$ cat config.mk
export PLATFORM = sky130hd
export DESIGN_NAME = asb_top
export DESIGN_NICKNAME = d
export VERILOG_FILES = /design/src/core/asb_pkg.sv /design/src/core/asb_top.sv
export SDC_FILE = /design/constraint.sdc
export NUM_CORES = 1
export LEC_CHECK = 0
export ABC_CLOCK_PERIOD_IN_PS = 9600
export BUFFER_PORTS_ARGS = -buffer_cell sky130_fd_sc_hd__buf_2
export CAP_MARGIN = 20
export CORE_UTILIZATION = 29
export DETAILED_ROUTE_END_ITERATION = 6
export HOLD_SLACK_MARGIN = 0.12
export SLEW_MARGIN = 20
export SYNTH_ARGS = -nofsm -noshare
export SYNTH_HDL_FRONTEND = slang
export SYNTH_SLANG_ARGS = --single-unit
$ cat constraint.sdc
create_clock -name pclk -period 9.6 [get_ports pclk]
set_clock_uncertainty 0.2 [all_clocks]
set_input_delay 1.92 -clock pclk [delete_from_list [all_inputs] [get_ports pclk]]
set_output_delay 1.92 -clock pclk [all_outputs]
set_load 0.05 [all_outputs]
$ cat src/core/asb_pkg.sv
// Purpose: constants and types for the automatic serial buffer transfer block
// Assumes: APB slave, 32-bit data, pclk at 125 MHz
// Notes: Functional notes below
//
// Functional notes
// - Combined mode stores final received byte to buffer and raises done interrupt on the same clock.
// - Transmit-only run starts on start trigger with enable, auto, transmit set.
// - Transmit-only run raises done interrupt after the final byte shifts out.
// - Busy flag clears together with the completion interrupt.
// - Each completed byte short of the pointer increments the address counter, next byte then loaded.
// - A gap set by the byte interval setting follows each byte except the one that ends the run.
// - CPU buffer access in the load state delays the next byte load.
// - Serial output is low whenever busy is clear.
// - Repeat run starts on trigger with enable, auto, repeat, transmit set.
// - Repeat mode wraps counter to zero and resends without interrupt.
// - Units are 8 bits; output changes on falling serial clock.
// - Bit order select: 0 MSB first, 1 LSB first, both directions.
// - Stop request halts only after the current byte finishes.
// - On suspension busy clears after the eighth bit.
// - Start trigger after suspension resumes from the preserved position.
// - Low-power halt suspends; leaving it continues where stopped.
// - Bytes ascend from buffer base; pointer is count minus one; max 32.
// - Transfer continues until the counter equals the last-byte pointer.
// - Input sampled on rising clock; byte written to buffer on that same clock.
// - Clearing channel enable ends without interrupt; other endings interrupt.
package asb_pkg;
   localparam logic [11:0] ASB_MODE_OFS = 12'h000;
   localparam logic [11:0] ASB_STAT_OFS = 12'h004;
   localparam logic [11:0] ASB_TRIG_OFS = 12'h008;
   localparam logic [11:0] ASB_PTR_OFS = 12'h00C;
   localparam logic [11:0] ASB_GAP_OFS = 12'h010;
   localparam logic [11:0] ASB_CNT_OFS = 12'h014;
   localparam logic [11:0] ASB_BUF_OFS = 12'h100;
   localparam int ASB_DEPTH = 32;
   localparam int ASB_SYNC_RESET = 0;
   localparam logic [31:0] ASB_RESET_WORD = 32'h0000_0000;
   typedef struct packed {
      logic order;
      logic rep;
      logic rxe;
      logic txe;
      logic ate;
      logic en;
   } asb_mode_t;
   localparam asb_mode_t ASB_MODE_RST = '0;
   typedef enum logic [1:0] {
      ASB_IDLE = 2'b00,
      ASB_LOAD = 2'b01,
      ASB_SHIFT = 2'b10,
      ASB_GAP = 2'b11
   } asb_state_t;
endpackage

$ cat src/core/asb_top.sv
// Purpose: automatic buffer transfer sequencer of a clocked three-wire channel
// Assumes: serial clock arrives on a pin, sampled by pclk; idle high
// Notes: buffer at offset 0x100, 32 words, low byte used
`timescale 1ns/100ps
module asb_top
   import asb_pkg::*;
#(
   parameter int DEPTH = ASB_DEPTH
) (
   input wire logic pclk,
   input wire logic presetn,
   input wire logic psel,
   input wire logic penable,
   input wire logic pwrite,
   input wire logic [11:0] paddr,
   input wire logic [31:0] pwdata,
   output logic [31:0] prdata,
   output logic pready,
   output logic pslverr,
   input wire logic serial_clock_pin,
   input wire logic serial_in_pin,
   output logic serial_out_pin,
   input wire logic low_power_halt,
   output logic transfer_done_irq,
   output logic transfer_busy_flag
);
   // Counters are five bits wide, so only a full 32-byte buffer is served
   if (DEPTH != 32) begin : g_depth_chk
      $error("DEPTH must be 32");
   end

   logic [7:0] buf_mem [DEPTH];
   asb_mode_t mode_ff;
   asb_state_t st_ff;
   logic [4:0] last_byte_pointer_ff;
   logic [4:0] buffer_address_counter_ff;
   logic [7:0] byte_interval_setting_ff;
   logic [7:0] gap_ff;
   logic [7:0] shift_data_register_ff;
   logic [2:0] bit_ff;
   logic stop_ff;
   logic [2:0] sck_ff;
   logic [1:0] sin_ff;
   logic [1:0] halt_ff;
   logic sck_fall;
   logic sck_rise;
   logic wr;
   logic rd;
   logic cpu_buf;
   logic start_req;
   logic byte_end;
   logic last_hit;
   logic fresh_ff;

   function automatic logic [7:0] asb_flip(input logic [7:0] b);
      for (int i = 0; i < 8; i++) asb_flip[i] = b[7 - i];
   endfunction

   // Sync pins; edges only from the second and third stages
   always_ff @(posedge pclk or negedge presetn) begin
      if (!presetn) begin
         sck_ff <= 3'h7;
         sin_ff <= 2'h0;
         halt_ff <= 2'h0;
      end else begin
         sck_ff <= {sck_ff[1:0], serial_clock_pin};
         sin_ff <= {sin_ff[0], serial_in_pin};
         halt_ff <= {halt_ff[0], low_power_halt};
      end
   end
   assign sck_fall = sck_ff[2] & ~sck_ff[1];
   assign sck_rise = ~sck_ff[2] & sck_ff[1];

   assign wr = psel & penable & pwrite;
   assign rd = psel & ~penable & ~pwrite;
   assign cpu_buf = psel & (paddr[11:8] == ASB_BUF_OFS[11:8]);
   assign start_req = wr & (paddr == ASB_TRIG_OFS) & pwdata[0] & mode_ff.en
      & mode_ff.ate & mode_ff.txe;
   assign byte_end = st_ff == ASB_SHIFT && sck_rise && bit_ff == 3'h7;
   assign last_hit = buffer_address_counter_ff == last_byte_pointer_ff;

   always_ff @(posedge pclk or negedge presetn) begin
      if (!presetn) begin
         mode_ff <= ASB_MODE_RST;
         last_byte_pointer_ff <= 5'h00;
         byte_interval_setting_ff <= 8'h00;
      end else if (wr) begin
         if (paddr == ASB_MODE_OFS) mode_ff <= asb_mode_t'(pwdata[5:0]);
         if (paddr == ASB_PTR_OFS) last_byte_pointer_ff <= pwdata[4:0];
         if (paddr == ASB_GAP_OFS) byte_interval_setting_ff <= pwdata[7:0];
      end
   end

   // Stop request held until the byte in progress ends
   always_ff @(posedge pclk or negedge presetn) begin
      if (!presetn) begin
         stop_ff <= 1'b0;
      end else if (st_ff == ASB_IDLE || !mode_ff.en) begin
         stop_ff <= 1'b0;
      end else if (wr && paddr == ASB_TRIG_OFS && pwdata[1]) begin
         stop_ff <= 1'b1;
      end
   end

   // Next start after a completed run begins at byte zero; a stop keeps the position
   always_ff @(posedge pclk or negedge presetn) begin
      if (!presetn) begin
         fresh_ff <= 1'b1;
      end else if (byte_end && mode_ff.en) begin
         fresh_ff <= last_hit && !mode_ff.rep;
      end
   end

   // Sequencer
   always_ff @(posedge pclk or negedge presetn) begin
      if (!presetn) begin
         st_ff <= ASB_IDLE;
         buffer_address_counter_ff <= 5'h00;
         shift_data_register_ff <= 8'h00;
         bit_ff <= 3'h0;
         gap_ff <= 8'h00;
         transfer_done_irq <= 1'b0;
         transfer_busy_flag <= 1'b0;
      end else begin
         transfer_done_irq <= 1'b0;
         if (!mode_ff.en) begin
            st_ff <= ASB_IDLE;
            transfer_busy_flag <= 1'b0;
            buffer_address_counter_ff <= 5'h00;
         end else begin
            unique case (st_ff)
               ASB_IDLE: begin
                  if (start_req) begin
                     st_ff <= ASB_LOAD;
                     transfer_busy_flag <= 1'b1;
                     if (fresh_ff) buffer_address_counter_ff <= 5'h00;
                  end
               end
               ASB_LOAD: begin
                  // Buffer port busy with CPU: wait
                  if (!cpu_buf && !halt_ff[1]) begin
                     shift_data_register_ff <= mode_ff.order ?
                        asb_flip(buf_mem[buffer_address_counter_ff])
                        : buf_mem[buffer_address_counter_ff];
                     bit_ff <= 3'h0;
                     st_ff <= ASB_SHIFT;
                  end
               end
               ASB_SHIFT: begin
                  if (sck_rise) begin
                     // Sample taken and stored on the rising edge
                     shift_data_register_ff <= {shift_data_register_ff[6:0], sin_ff[1]};
                     bit_ff <= bit_ff + 3'h1;
                  end
                  if (byte_end) begin
                     gap_ff <= byte_interval_setting_ff;
                     if (last_hit && !mode_ff.rep) begin
                        st_ff <= ASB_IDLE;
                        transfer_busy_flag <= 1'b0;
                        transfer_done_irq <= 1'b1;
                        // Counter left at the pointer so software can read how far it got
                     end else begin
                        buffer_address_counter_ff <= last_hit ? 5'h00
                           : buffer_address_counter_ff + 5'h01;
                        if (stop_ff) begin
                           st_ff <= ASB_IDLE;
                           transfer_busy_flag <= 1'b0;
                           transfer_done_irq <= 1'b1;
                        end else begin
                           st_ff <= ASB_GAP;
                        end
                     end
                  end
               end
               ASB_GAP: begin
                  if (gap_ff != 8'h00) gap_ff <= gap_ff - 8'h01;
                  else if (!halt_ff[1]) st_ff <= ASB_LOAD;
               end
            endcase
         end
      end
   end

   // Received byte to buffer; skipped when receive is off
   logic [4:0] wr_idx;
   logic [7:0] rx_byte;
   assign wr_idx = paddr[6:2];
   assign rx_byte = {shift_data_register_ff[6:0], sin_ff[1]};
   always_ff @(posedge pclk) begin
      if (byte_end && mode_ff.rxe) begin
         buf_mem[buffer_address_counter_ff] <= mode_ff.order ? asb_flip(rx_byte) : rx_byte;
      end else if (wr && cpu_buf) begin
         buf_mem[wr_idx] <= pwdata[7:0];
      end
   end

   // Output changes on falling serial clock edge; low in the cycle busy falls
   always_ff @(posedge pclk or negedge presetn) begin
      if (!presetn) begin
         serial_out_pin <= 1'b0;
      end else if (!transfer_busy_flag || !mode_ff.en || st_ff != ASB_SHIFT || byte_end) begin
         serial_out_pin <= 1'b0;
      end else if (sck_fall) begin
         serial_out_pin <= shift_data_register_ff[7];
      end
   end

   always_ff @(posedge pclk or negedge presetn) begin
      if (!presetn) begin
         prdata <= ASB_RESET_WORD;
      end else if (rd) begin
         unique case (1'b1)
            paddr == ASB_MODE_OFS: prdata <= {26'h0, mode_ff};
            paddr == ASB_STAT_OFS: prdata <= {31'h0, transfer_busy_flag};
            paddr == ASB_PTR_OFS: prdata <= {27'h0, last_byte_pointer_ff};
            paddr == ASB_GAP_OFS: prdata <= {24'h0, byte_interval_setting_ff};
            paddr == ASB_CNT_OFS: prdata <= {27'h0, buffer_address_counter_ff};
            cpu_buf: prdata <= {24'h0, buf_mem[wr_idx]};
            default: prdata <= ASB_RESET_WORD;
         endcase
      end
   end

   always_ff @(posedge pclk or negedge presetn) begin
      if (!presetn) begin
         pready <= 1'b0;
         pslverr <= 1'b0;
      end else begin
         pready <= psel & ~penable;
         pslverr <= 1'b0;
      end
   end

   property p_idle_low;
      @(posedge pclk) disable iff (!presetn)
      !transfer_busy_flag |-> !serial_out_pin;
   endproperty
   a_idle_low: assert property (p_idle_low) else $error("output not low");

   property p_done_busy;
      @(posedge pclk) disable iff (!presetn)
      transfer_done_irq |-> !transfer_busy_flag;
   endproperty
   a_done_busy: assert property (p_done_busy) else $error("busy with done");

   property p_start;
      @(posedge pclk) disable iff (!presetn)
      (st_ff == ASB_IDLE && start_req && mode_ff.en) |=> transfer_busy_flag;
   endproperty
   a_start: assert property (p_start) else $error("no start");

   property p_rep_noirq;
      @(posedge pclk) disable iff (!presetn)
      (byte_end && mode_ff.rep && !stop_ff && mode_ff.en) |=> !transfer_done_irq;
   endproperty
   a_rep_noirq: assert property (p_rep_noirq) else $error("repeat irq");

   property p_en_off;
      @(posedge pclk) disable iff (!presetn)
      !mode_ff.en |=> !transfer_done_irq && !transfer_busy_flag;
   endproperty
   a_en_off: assert property (p_en_off) else $error("enable off irq");

   property p_stop;
      @(posedge pclk) disable iff (!presetn)
      (byte_end && stop_ff && mode_ff.en) |=> st_ff == ASB_IDLE;
   endproperty
   a_stop: assert property (p_stop) else $error("stop missed");

   property p_gap;
      @(posedge pclk) disable iff (!presetn)
      (st_ff == ASB_GAP && gap_ff != 8'h00 && mode_ff.en) |=> st_ff == ASB_GAP;
   endproperty
   a_gap: assert property (p_gap) else $error("gap short");

   property p_incr;
      @(posedge pclk) disable iff (!presetn)
      (byte_end && !last_hit && mode_ff.en) |=>
         buffer_address_counter_ff == $past(buffer_address_counter_ff) + 5'h01;
   endproperty
   a_incr: assert property (p_incr) else $error("no increment");

   property p_done_hold;
      @(posedge pclk) disable iff (!presetn)
      (byte_end && last_hit && !mode_ff.rep && mode_ff.en) |=>
         buffer_address_counter_ff == $past(buffer_address_counter_ff);
   endproperty
   a_done_hold: assert property (p_done_hold) else $error("counter moved at end");

   property p_load_stall;
      @(posedge pclk) disable iff (!presetn)
      (st_ff == ASB_LOAD && cpu_buf && mode_ff.en) |=> st_ff == ASB_LOAD;
   endproperty
   a_load_stall: assert property (p_load_stall) else $error("load during bus access");

   c_done: cover property (@(posedge pclk) transfer_done_irq);
   c_wrap: cover property (@(posedge pclk) byte_end && last_hit && mode_ff.rep);
   c_stop: cover property (@(posedge pclk) byte_end && stop_ff);
   c_rx_store: cover property (@(posedge pclk) byte_end && mode_ff.rxe);
endmodule

==> impl_results.md, run 1 <==
* DR top layer: met5
* CP dominant cell by count: buf_4
* CP max stage cell: a21oi_1
* CTS Buf Count at 36
* Synth Cell Area at 16180 sq um
* Critical path peak fanout at 47
* Later-pin clock latency in the skew report at 0.52 ns
* Fmax at 0.2004 GHz
* RSZ-0062 raised after global routing: false
* Post-CTS setup buffers at 0
* Finished Layout Cells at 1888
* Placed insts at 1824
* Synthesis Warnings at 0
* Routed wire length at 43.83 mm
* Worst-Margin Slew at 1.179 ns
* IO Pins at 89
* CP Data Required Time at 9.69 ns
* Startpoint types: input pin
* I/O Buffers at 39
* Routed Antenna Nets at 0
* Most used DFF post-synth: edfxtp_1
* Crit path max-delay family: buffers and inverters
* Clock root cell: clkbuf_16
* Status: completed
* Final min period at 4.990 ns
* Post-layout util at 32.90%
* Peak supply drop at 0.00009608 V
* Initial antenna violation count at 1
* CTS H-tree lvls at 2
* Vias at 10.22k
* Static Leak at 5.243 nW
* Slowest stage delay, CP at 0.76 ns
* Final Total Pwr at 2.936 mW
* Number of synthesized flops with an enable pin at 256
* FF/Latch Area at 9349 sq um
* Critical-path cell list: buf_4 > buf_4 > nor2_1 > a21oi_1 > nor2_1 > buf_4
* Die Wd at 238.2 um
* GRT Total Usage at 15.29%
* Fin. Hold Viols at 0
* Yosys cell types at 69
* Vertical die dimension at 238.2 um
* Crit path capture type: register
* Multi-input logic area at 6316 sq um
* CTS clk-pin slew, worst paths at 0.06 ns
* GP Congestion at 0.8754
* Remaining DRCs at 0
* Nets at 1175
* Setup TNS at 0 ns
* Critical path class: input pin to register
* CTS resizes at 0
* Hold bufs inserted after CTS at 0
* CTS Buffer Depth at 3
* Clock sink count at 322
* Congestion Overflow GR at 0
* Initial DRC count at 1090
* ANT cells at 0
* M1 WL at 17.68 mm
* Power density cells at 162.0 nW/um^2
* CORE AREA at 55090 sq um
* Largest net degree at the start of global routing at 67
* Met3 Wirelength at 3.471 mm
* Fillers at 5399
* Die footprint at 56750 sq um
* CTS tree: built
* CP bufs+invs at 3
* Metal2 WL at 21.47 mm
* Area Growth Syn to Fin at 12.00%
* Max-capacitance violation count at 0
* Fraction of layout cells with a size suffix above 1 at 21.75%
* Final setup violation count at 0
* Final worst path period share at 51.98%
* FF+latch count, synth at 322
* Post-synthesis async set-or-reset flop share at 20.50%
* Drt first pass iters at 5
* DR vias/cell at 5.413
* Slew headroom at 21.10%
* Hold Path Class: register to register
* Slew Limit Fails at 0
* Sequential area share after synthesis at 57.74%
* Row count at 86
* First-pass GRT wire length at 64.86 mm
* Post-detail-place hpwl at 28.39 mm
* Worst Path Arrival at 5.08 ns
* Mapped Avg Cell Area at 14.74 sq um
* Drt wl/cell at 23.22 um
* Initial Util at 29.37%
* Vias in the first global route at 10.03k
* Mapped Cells at 1098
[synthesized netlist by cell type (3+ instances only)]
| cell type | count | area [sq um] |
|---|---|---|
| nand3_1 | 37 | 185.2 |
| inv_1 | 15 | 56.30 |
| xor2_1 | 5 | 43.79 |
| mux2i_1 | 96 | 960.9 |
| mux2_1 | 6 | 67.56 |
| o21bai_1 | 5 | 37.54 |
| o2111ai_1 | 5 | 43.79 |
| nand2_1 | 61 | 229.0 |
| buf_8 | 3 | 45.04 |
| a31oi_1 | 18 | 112.6 |
| nor2b_1 | 12 | 75.07 |
| and4_1 | 3 | 26.28 |
| a32oi_1 | 4 | 35.03 |
| dfrtp_1 | 62 | 1551 |
| o211ai_1 | 3 | 22.52 |
| clkbuf_1 | 34 | 127.6 |
| a22oi_1 | 31 | 232.7 |
| nand4b_1 | 3 | 26.28 |
| o32ai_1 | 3 | 26.28 |
| or3_1 | 4 | 25.02 |
| buf_1 | 7 | 26.28 |
| o21ai_0 | 31 | 155.2 |
| edfxtp_1 | 256 | 7687 |
| buf_4 | 29 | 217.7 |
| dfstp_2 | 4 | 105.1 |
| o21ai_1 | 6 | 30.03 |
| nand2b_1 | 5 | 31.28 |
| a21oi_1 | 30 | 150.1 |
| ha_1 | 9 | 112.6 |
| and3_1 | 8 | 50.05 |
| nand4_1 | 13 | 81.33 |
| buf_6 | 5 | 56.30 |
| mux2_2 | 17 | 191.4 |
| o31ai_1 | 4 | 30.03 |
| o22ai_1 | 8 | 50.05 |
| nor4b_1 | 3 | 26.28 |
| buf_2 | 24 | 120.1 |
| nor2_1 | 67 | 251.5 |
| mux4_2 | 96 | 2162 |
| nor3_1 | 10 | 50.05 |
| a221oi_1 | 11 | 96.34 |
| mux4_1 | 10 | 262.8 |
[registers in the layout, summed over array words and instances, names as in the netlist, 5 cells and up]
name,cells
buffer_address_counter_ff,5
shift_data_register_ff,8
prdata,8
byte_interval_setting_ff,8
last_byte_pointer_ff,5
buf_mem,256
gap_ff,8
mode_ff,6
[area by class of cell]
cell class | instances | share of cell area (%)
clock buffer | 46 | 5.578
inverter | 16 | 0.3314
tap | 748 | 5.164
timing repair buffer | 57 | 1.850
sequential | 322 | 51.58
clock inverter | 18 | 0.6489
multi-input combinational | 681 | 34.85
[metal layers]
metal | track usage (%) | vias up
met2 | 25.76 | 451
li1 | - | 4391
met5 | 0 | -
met1 | 20.11 | 5290
met3 | 2.545 | 85
met4 | 4.604 | 2
[placed cells by master (no fill, tap or decap), types with 5 or more instances in the layout]
| cell type | instances |
|---|---|
| edfxtp_1 | 256 |
| mux2i_1 | 96 |
| mux4_2 | 96 |
| nor2_1 | 63 |
| nand2_1 | 61 |
| dfrtp_1 | 60 |
| clkbuf_16 | 38 |
| nand3_1 | 37 |
| buf_2 | 37 |
| a22oi_1 | 31 |
| a21oi_1 | 30 |
| conb_1 | 25 |
| o21ai_0 | 23 |
| buf_4 | 20 |
| a31oi_1 | 18 |
| mux2_2 | 17 |
| inv_1 | 15 |
| nand4_1 | 13 |
| a221oi_1 | 11 |
| nor2b_1 | 10 |
| nor3_1 | 10 |
| mux4_1 | 10 |
| ha_1 | 9 |
| clkinv_2 | 9 |
| o22ai_1 | 8 |
| and3_1 | 8 |
| clkinv_1 | 8 |
| nor2_2 | 6 |
| o21ai_1 | 6 |
| mux2_1 | 6 |
| o21ai_2 | 6 |
| nand2b_1 | 5 |
| o21bai_1 | 5 |
| o2111ai_1 | 5 |
| xor2_1 | 5 |
| clkbuf_1 | 5 |
[cells by family after synthesis]
group	after synthesis	share of synthesized area [%]
compound gates	178	7.415
fa+ha+maj	9	0.6959
other cells	1	0.02317
xor+xnor	5	0.2706
buf+inv	119	4.160
mux	225	22.52
simple gates	239	7.175
flops	322	57.74
[where the power goes]
part	leakage, nW	total [mW]	switching, mW	internal [mW]
clock network	0.563	1.33	0.558	0.770
logic	1.96	0.107	0.0805	0.0269
registers	2.72	1.50	0.00326	1.50
total	5.24	2.94	0.642	2.29
[through the flow]
stage	setup WS [ns]	hold WS, ns	instance area (sq um)
3_5_place_dp	4.120	0.1347	16970
4_1_cts	4.663	0.1633	18100
5_1_grt	4.375	0.1640	18120
3_3_place_gp	4.116	0.1459	16970
2_1_floorplan	4.792	0.1312	16270
6_report	4.610	0.1618	18120
[final timing paths]
| check | slack, ns | end | cells after the start | start |
|---|---|---|---|---|
| worst max-delay path | 4.61 | buf_mem[4][4] | 6 | paddr[2] |
| worst min-delay path | 0.16 | sck_ff[1] | 0 | sck_ff[0] |
| worst max register to register | 5.10 | buf_mem[22][2] | 7 | st_ff[0] |
| worst min register to register | 0.16 | sck_ff[1] | 0 | sck_ff[0] |
| max in group asynchronous | 7.12 | buffer_address_counter_ff[1] | 2 | presetn |
| min in group asynchronous | 1.40 | mode_ff[3] | 2 | presetn |
Note: power is estimated with default switching activity, not from simulation.
==> inputs of run 2 (changes only) <==
--- a/config.mk
+++ b/config.mk
@@ -5,7 +5,7 @@
 export SDC_FILE = /design/constraint.sdc
 export NUM_CORES = 1
 export LEC_CHECK = 0
-export ABC_CLOCK_PERIOD_IN_PS = 9600
+export ABC_CLOCK_PERIOD_IN_PS = 4510
 export BUFFER_PORTS_ARGS = -buffer_cell sky130_fd_sc_hd__buf_2
 export CAP_MARGIN = 20
 export CORE_UTILIZATION = 29
==> constraint.sdc (replaced) <==
create_clock -name pclk -period 4.51 [get_ports pclk]
set_clock_uncertainty 0.2 [all_clocks]
set_input_delay 0.902 -clock pclk [delete_from_list [all_inputs] [get_ports pclk]]
set_output_delay 0.902 -clock pclk [all_outputs]
set_load 0.05 [all_outputs]
==> run 2 against run 1 <==
  * Sequential cell count stayed put
  * Largest power group unchanged
  * Largest cell class unchanged
  * Cell count rose by 2.4%
  * Highest routed layer unchanged
  * Worst hold slack worse by 0.0040 ns
  * Sequential share of layout area shrank 1.3 points
==> impl_results.md, run 2 (synthesis gave the netlist of run 1 again) <==
* Nets at 1218 (+3.7%)
* Drt first pass iters at 5 (unchanged)
* IO Pins at 89 (unchanged)
* CTS resizes at 0 (unchanged)
* GRT Total Usage at 15.64% (+0.36 points)
* RR Startpoint: st_ff[0]
* Hold Path Class: register to register
* Drt wl/cell at 22.94 um (-1.2%)
* GP Congestion at 0.9216 (+5.3%)
* Post-layout util at 33.73% (+0.83 points)
* Final worst path period share at 74.63%
* RSZ-0062 raised after global routing: false
* Vertical die dimension at 238.2 um (unchanged)
* Non-Filler Cell Area, Final at 18580 sq um (+2.5%)
* I/O Buffers at 39 (unchanged)
* Hold_ws at 0.1578 ns (-0.003996 ns)
* Initial Util at 29.37% (unchanged)
* ANT cells at 0 (unchanged)
* Fraction of layout cells with a size suffix above 1 at 23.88% (+2.1 points)
* Congestion Overflow GR at 0 (unchanged)
* Area Growth Syn to Fin at 14.81%
* M1 WL at 18.44 mm (+4.3%)
* Row count at 86 (unchanged)
* Clock sink count at 322 (unchanged)
* Crit path from: st_ff[0]
* CORE AREA at 55090 sq um (unchanged)
* Peak supply drop at 0.0002535 V (+160%)
* Setup TNS at 0 ns (unchanged)
* Die footprint at 56750 sq um (unchanged)
* DR vias/cell at 5.289 (-2.3%)
* Slew headroom at 27.37% (+6.3 points)
* Post-detail-place hpwl at 29.60 mm (+4.3%)
* Power density cells at 346.9 nW/um^2 (+110%)
* CTS H-tree lvls at 2 (unchanged)
* Placed insts at 1865 (+2.2%)
* Routed Antenna Nets at 0 (unchanged)
* Final WS setup at 1.144 ns (-3.466 ns)
* Final min period at 3.366 ns
* Met3 Wirelength at 2.882 mm (-17%)
* Initial antenna violation count at 1 (unchanged)
* Hold bufs inserted after CTS at 0 (unchanged)
* CTS Buf Count at 38 (+5.6%)
* Clock root cell: clkbuf_16
* Max-capacitance violation count at 0 (unchanged)
* Fmax at 0.2971 GHz
* Routed wire length at 44.34 mm (+1.2%)
* Worst-Margin Slew at 1.089 ns (-0.08977 ns)
* Crit path capture type: register
* Commonest non-fill, non-tap cell in the layout: edfxtp_1
* Later-pin clock latency in the skew report at 0.53 ns (about the same)
* DR top layer: met5
* Hold Path Origin: halt_ff[0]
* Worst Path Arrival at 3.46 ns (-1.62 ns)
* Critical path class: register to register
* Die Wd at 238.2 um (unchanged)
* Status: completed
* First-pass GRT wire length at 66.37 mm (+2.3%)
* Post-CTS setup buffers at 0 (unchanged)
* Critical path peak fanout at 13 (-72%)
* Vias at 10.22k (+0.049%)
* Vias in the first global route at 10.18k (+1.6%)
* CTS clk-pin slew, worst paths at 0.06 ns (about the same)
* Metal2 WL at 21.85 mm (+1.8%)
* Finished Layout Cells at 1933 (+2.4%)
* CTS tree: built
* CP Data Required Time at 4.60 ns (-5.09 ns)
* Fin. Hold Viols at 0 (unchanged)
* Place WS at 0.7526 ns (-3.368 ns)
* Largest net degree at the start of global routing at 61 (-9.0%)
* Final Total Pwr at 6.446 mW (+120%)
* Most frequent cells in the layout: edfxtp_1, mux2i_1, mux4_2
* Startpoint types: register
* Area after DPL at 17340 sq um (+2.2%)
* Static Leak at 5.506 nW (+5.0%)
* Largest reg by FF count: buf_mem
* Final setup violation count at 0 (unchanged)
* Initial DRC count at 829 (-24%)
* Slew Limit Fails at 0 (unchanged)
* CTS Buffer Depth at 3 (unchanged)
* Max reg flops at 256 (unchanged)
* Remaining DRCs at 0 (unchanged)
## run 2: worst paths after layout
path | end | cells after the start | slack [ns]
min in group asynchronous | last_byte_pointer_ff[0] | 1 | 0.28
worst min register to register | halt_ff[1] | 0 | 0.16
worst max-delay path | buf_mem[25][2] | 8 | 1.14
worst max register to register | buf_mem[25][2] | 8 | 1.14
worst min-delay path | halt_ff[1] | 0 | 0.16
max in group asynchronous | sck_ff[0] | 2 | 2.87
## run 2: area by class of cell
class	instances	area [sq um]
multi-input cells	681	6307
fillers	5283	36510
well taps	748	935.9
inverters	16	60.06
repair buffers	98	705.7
flip-flops and latches	322	9349
clock buffers	52	1045
clock inverters	16	177.7
## run 2: critical path, cell delays in order, from the launching register on
cell and delay, ns:
dfrtp_1 0.43, inv_1 0.15, ha_1 0.18, and4b_1 0.33
nand2_1 0.17, and4_1 0.37, a32oi_1 0.89, nor2_1 0.17
buf_4 0.23
## run 2: where the power goes
part           internal [mW]  switching, mW
clock                   1.80           1.21
combinational         0.0615          0.172
sequential              3.19        0.00681
total                   5.05           1.39
## run 2: metal layers
metal | track usage [%] | up-vias
li1 | - | 4465
met1 | 20.77 | 5286
met2 | 26.34 | 401
met3 | 2.348 | 70
met4 | 4.720 | 2
met5 | 0 | -
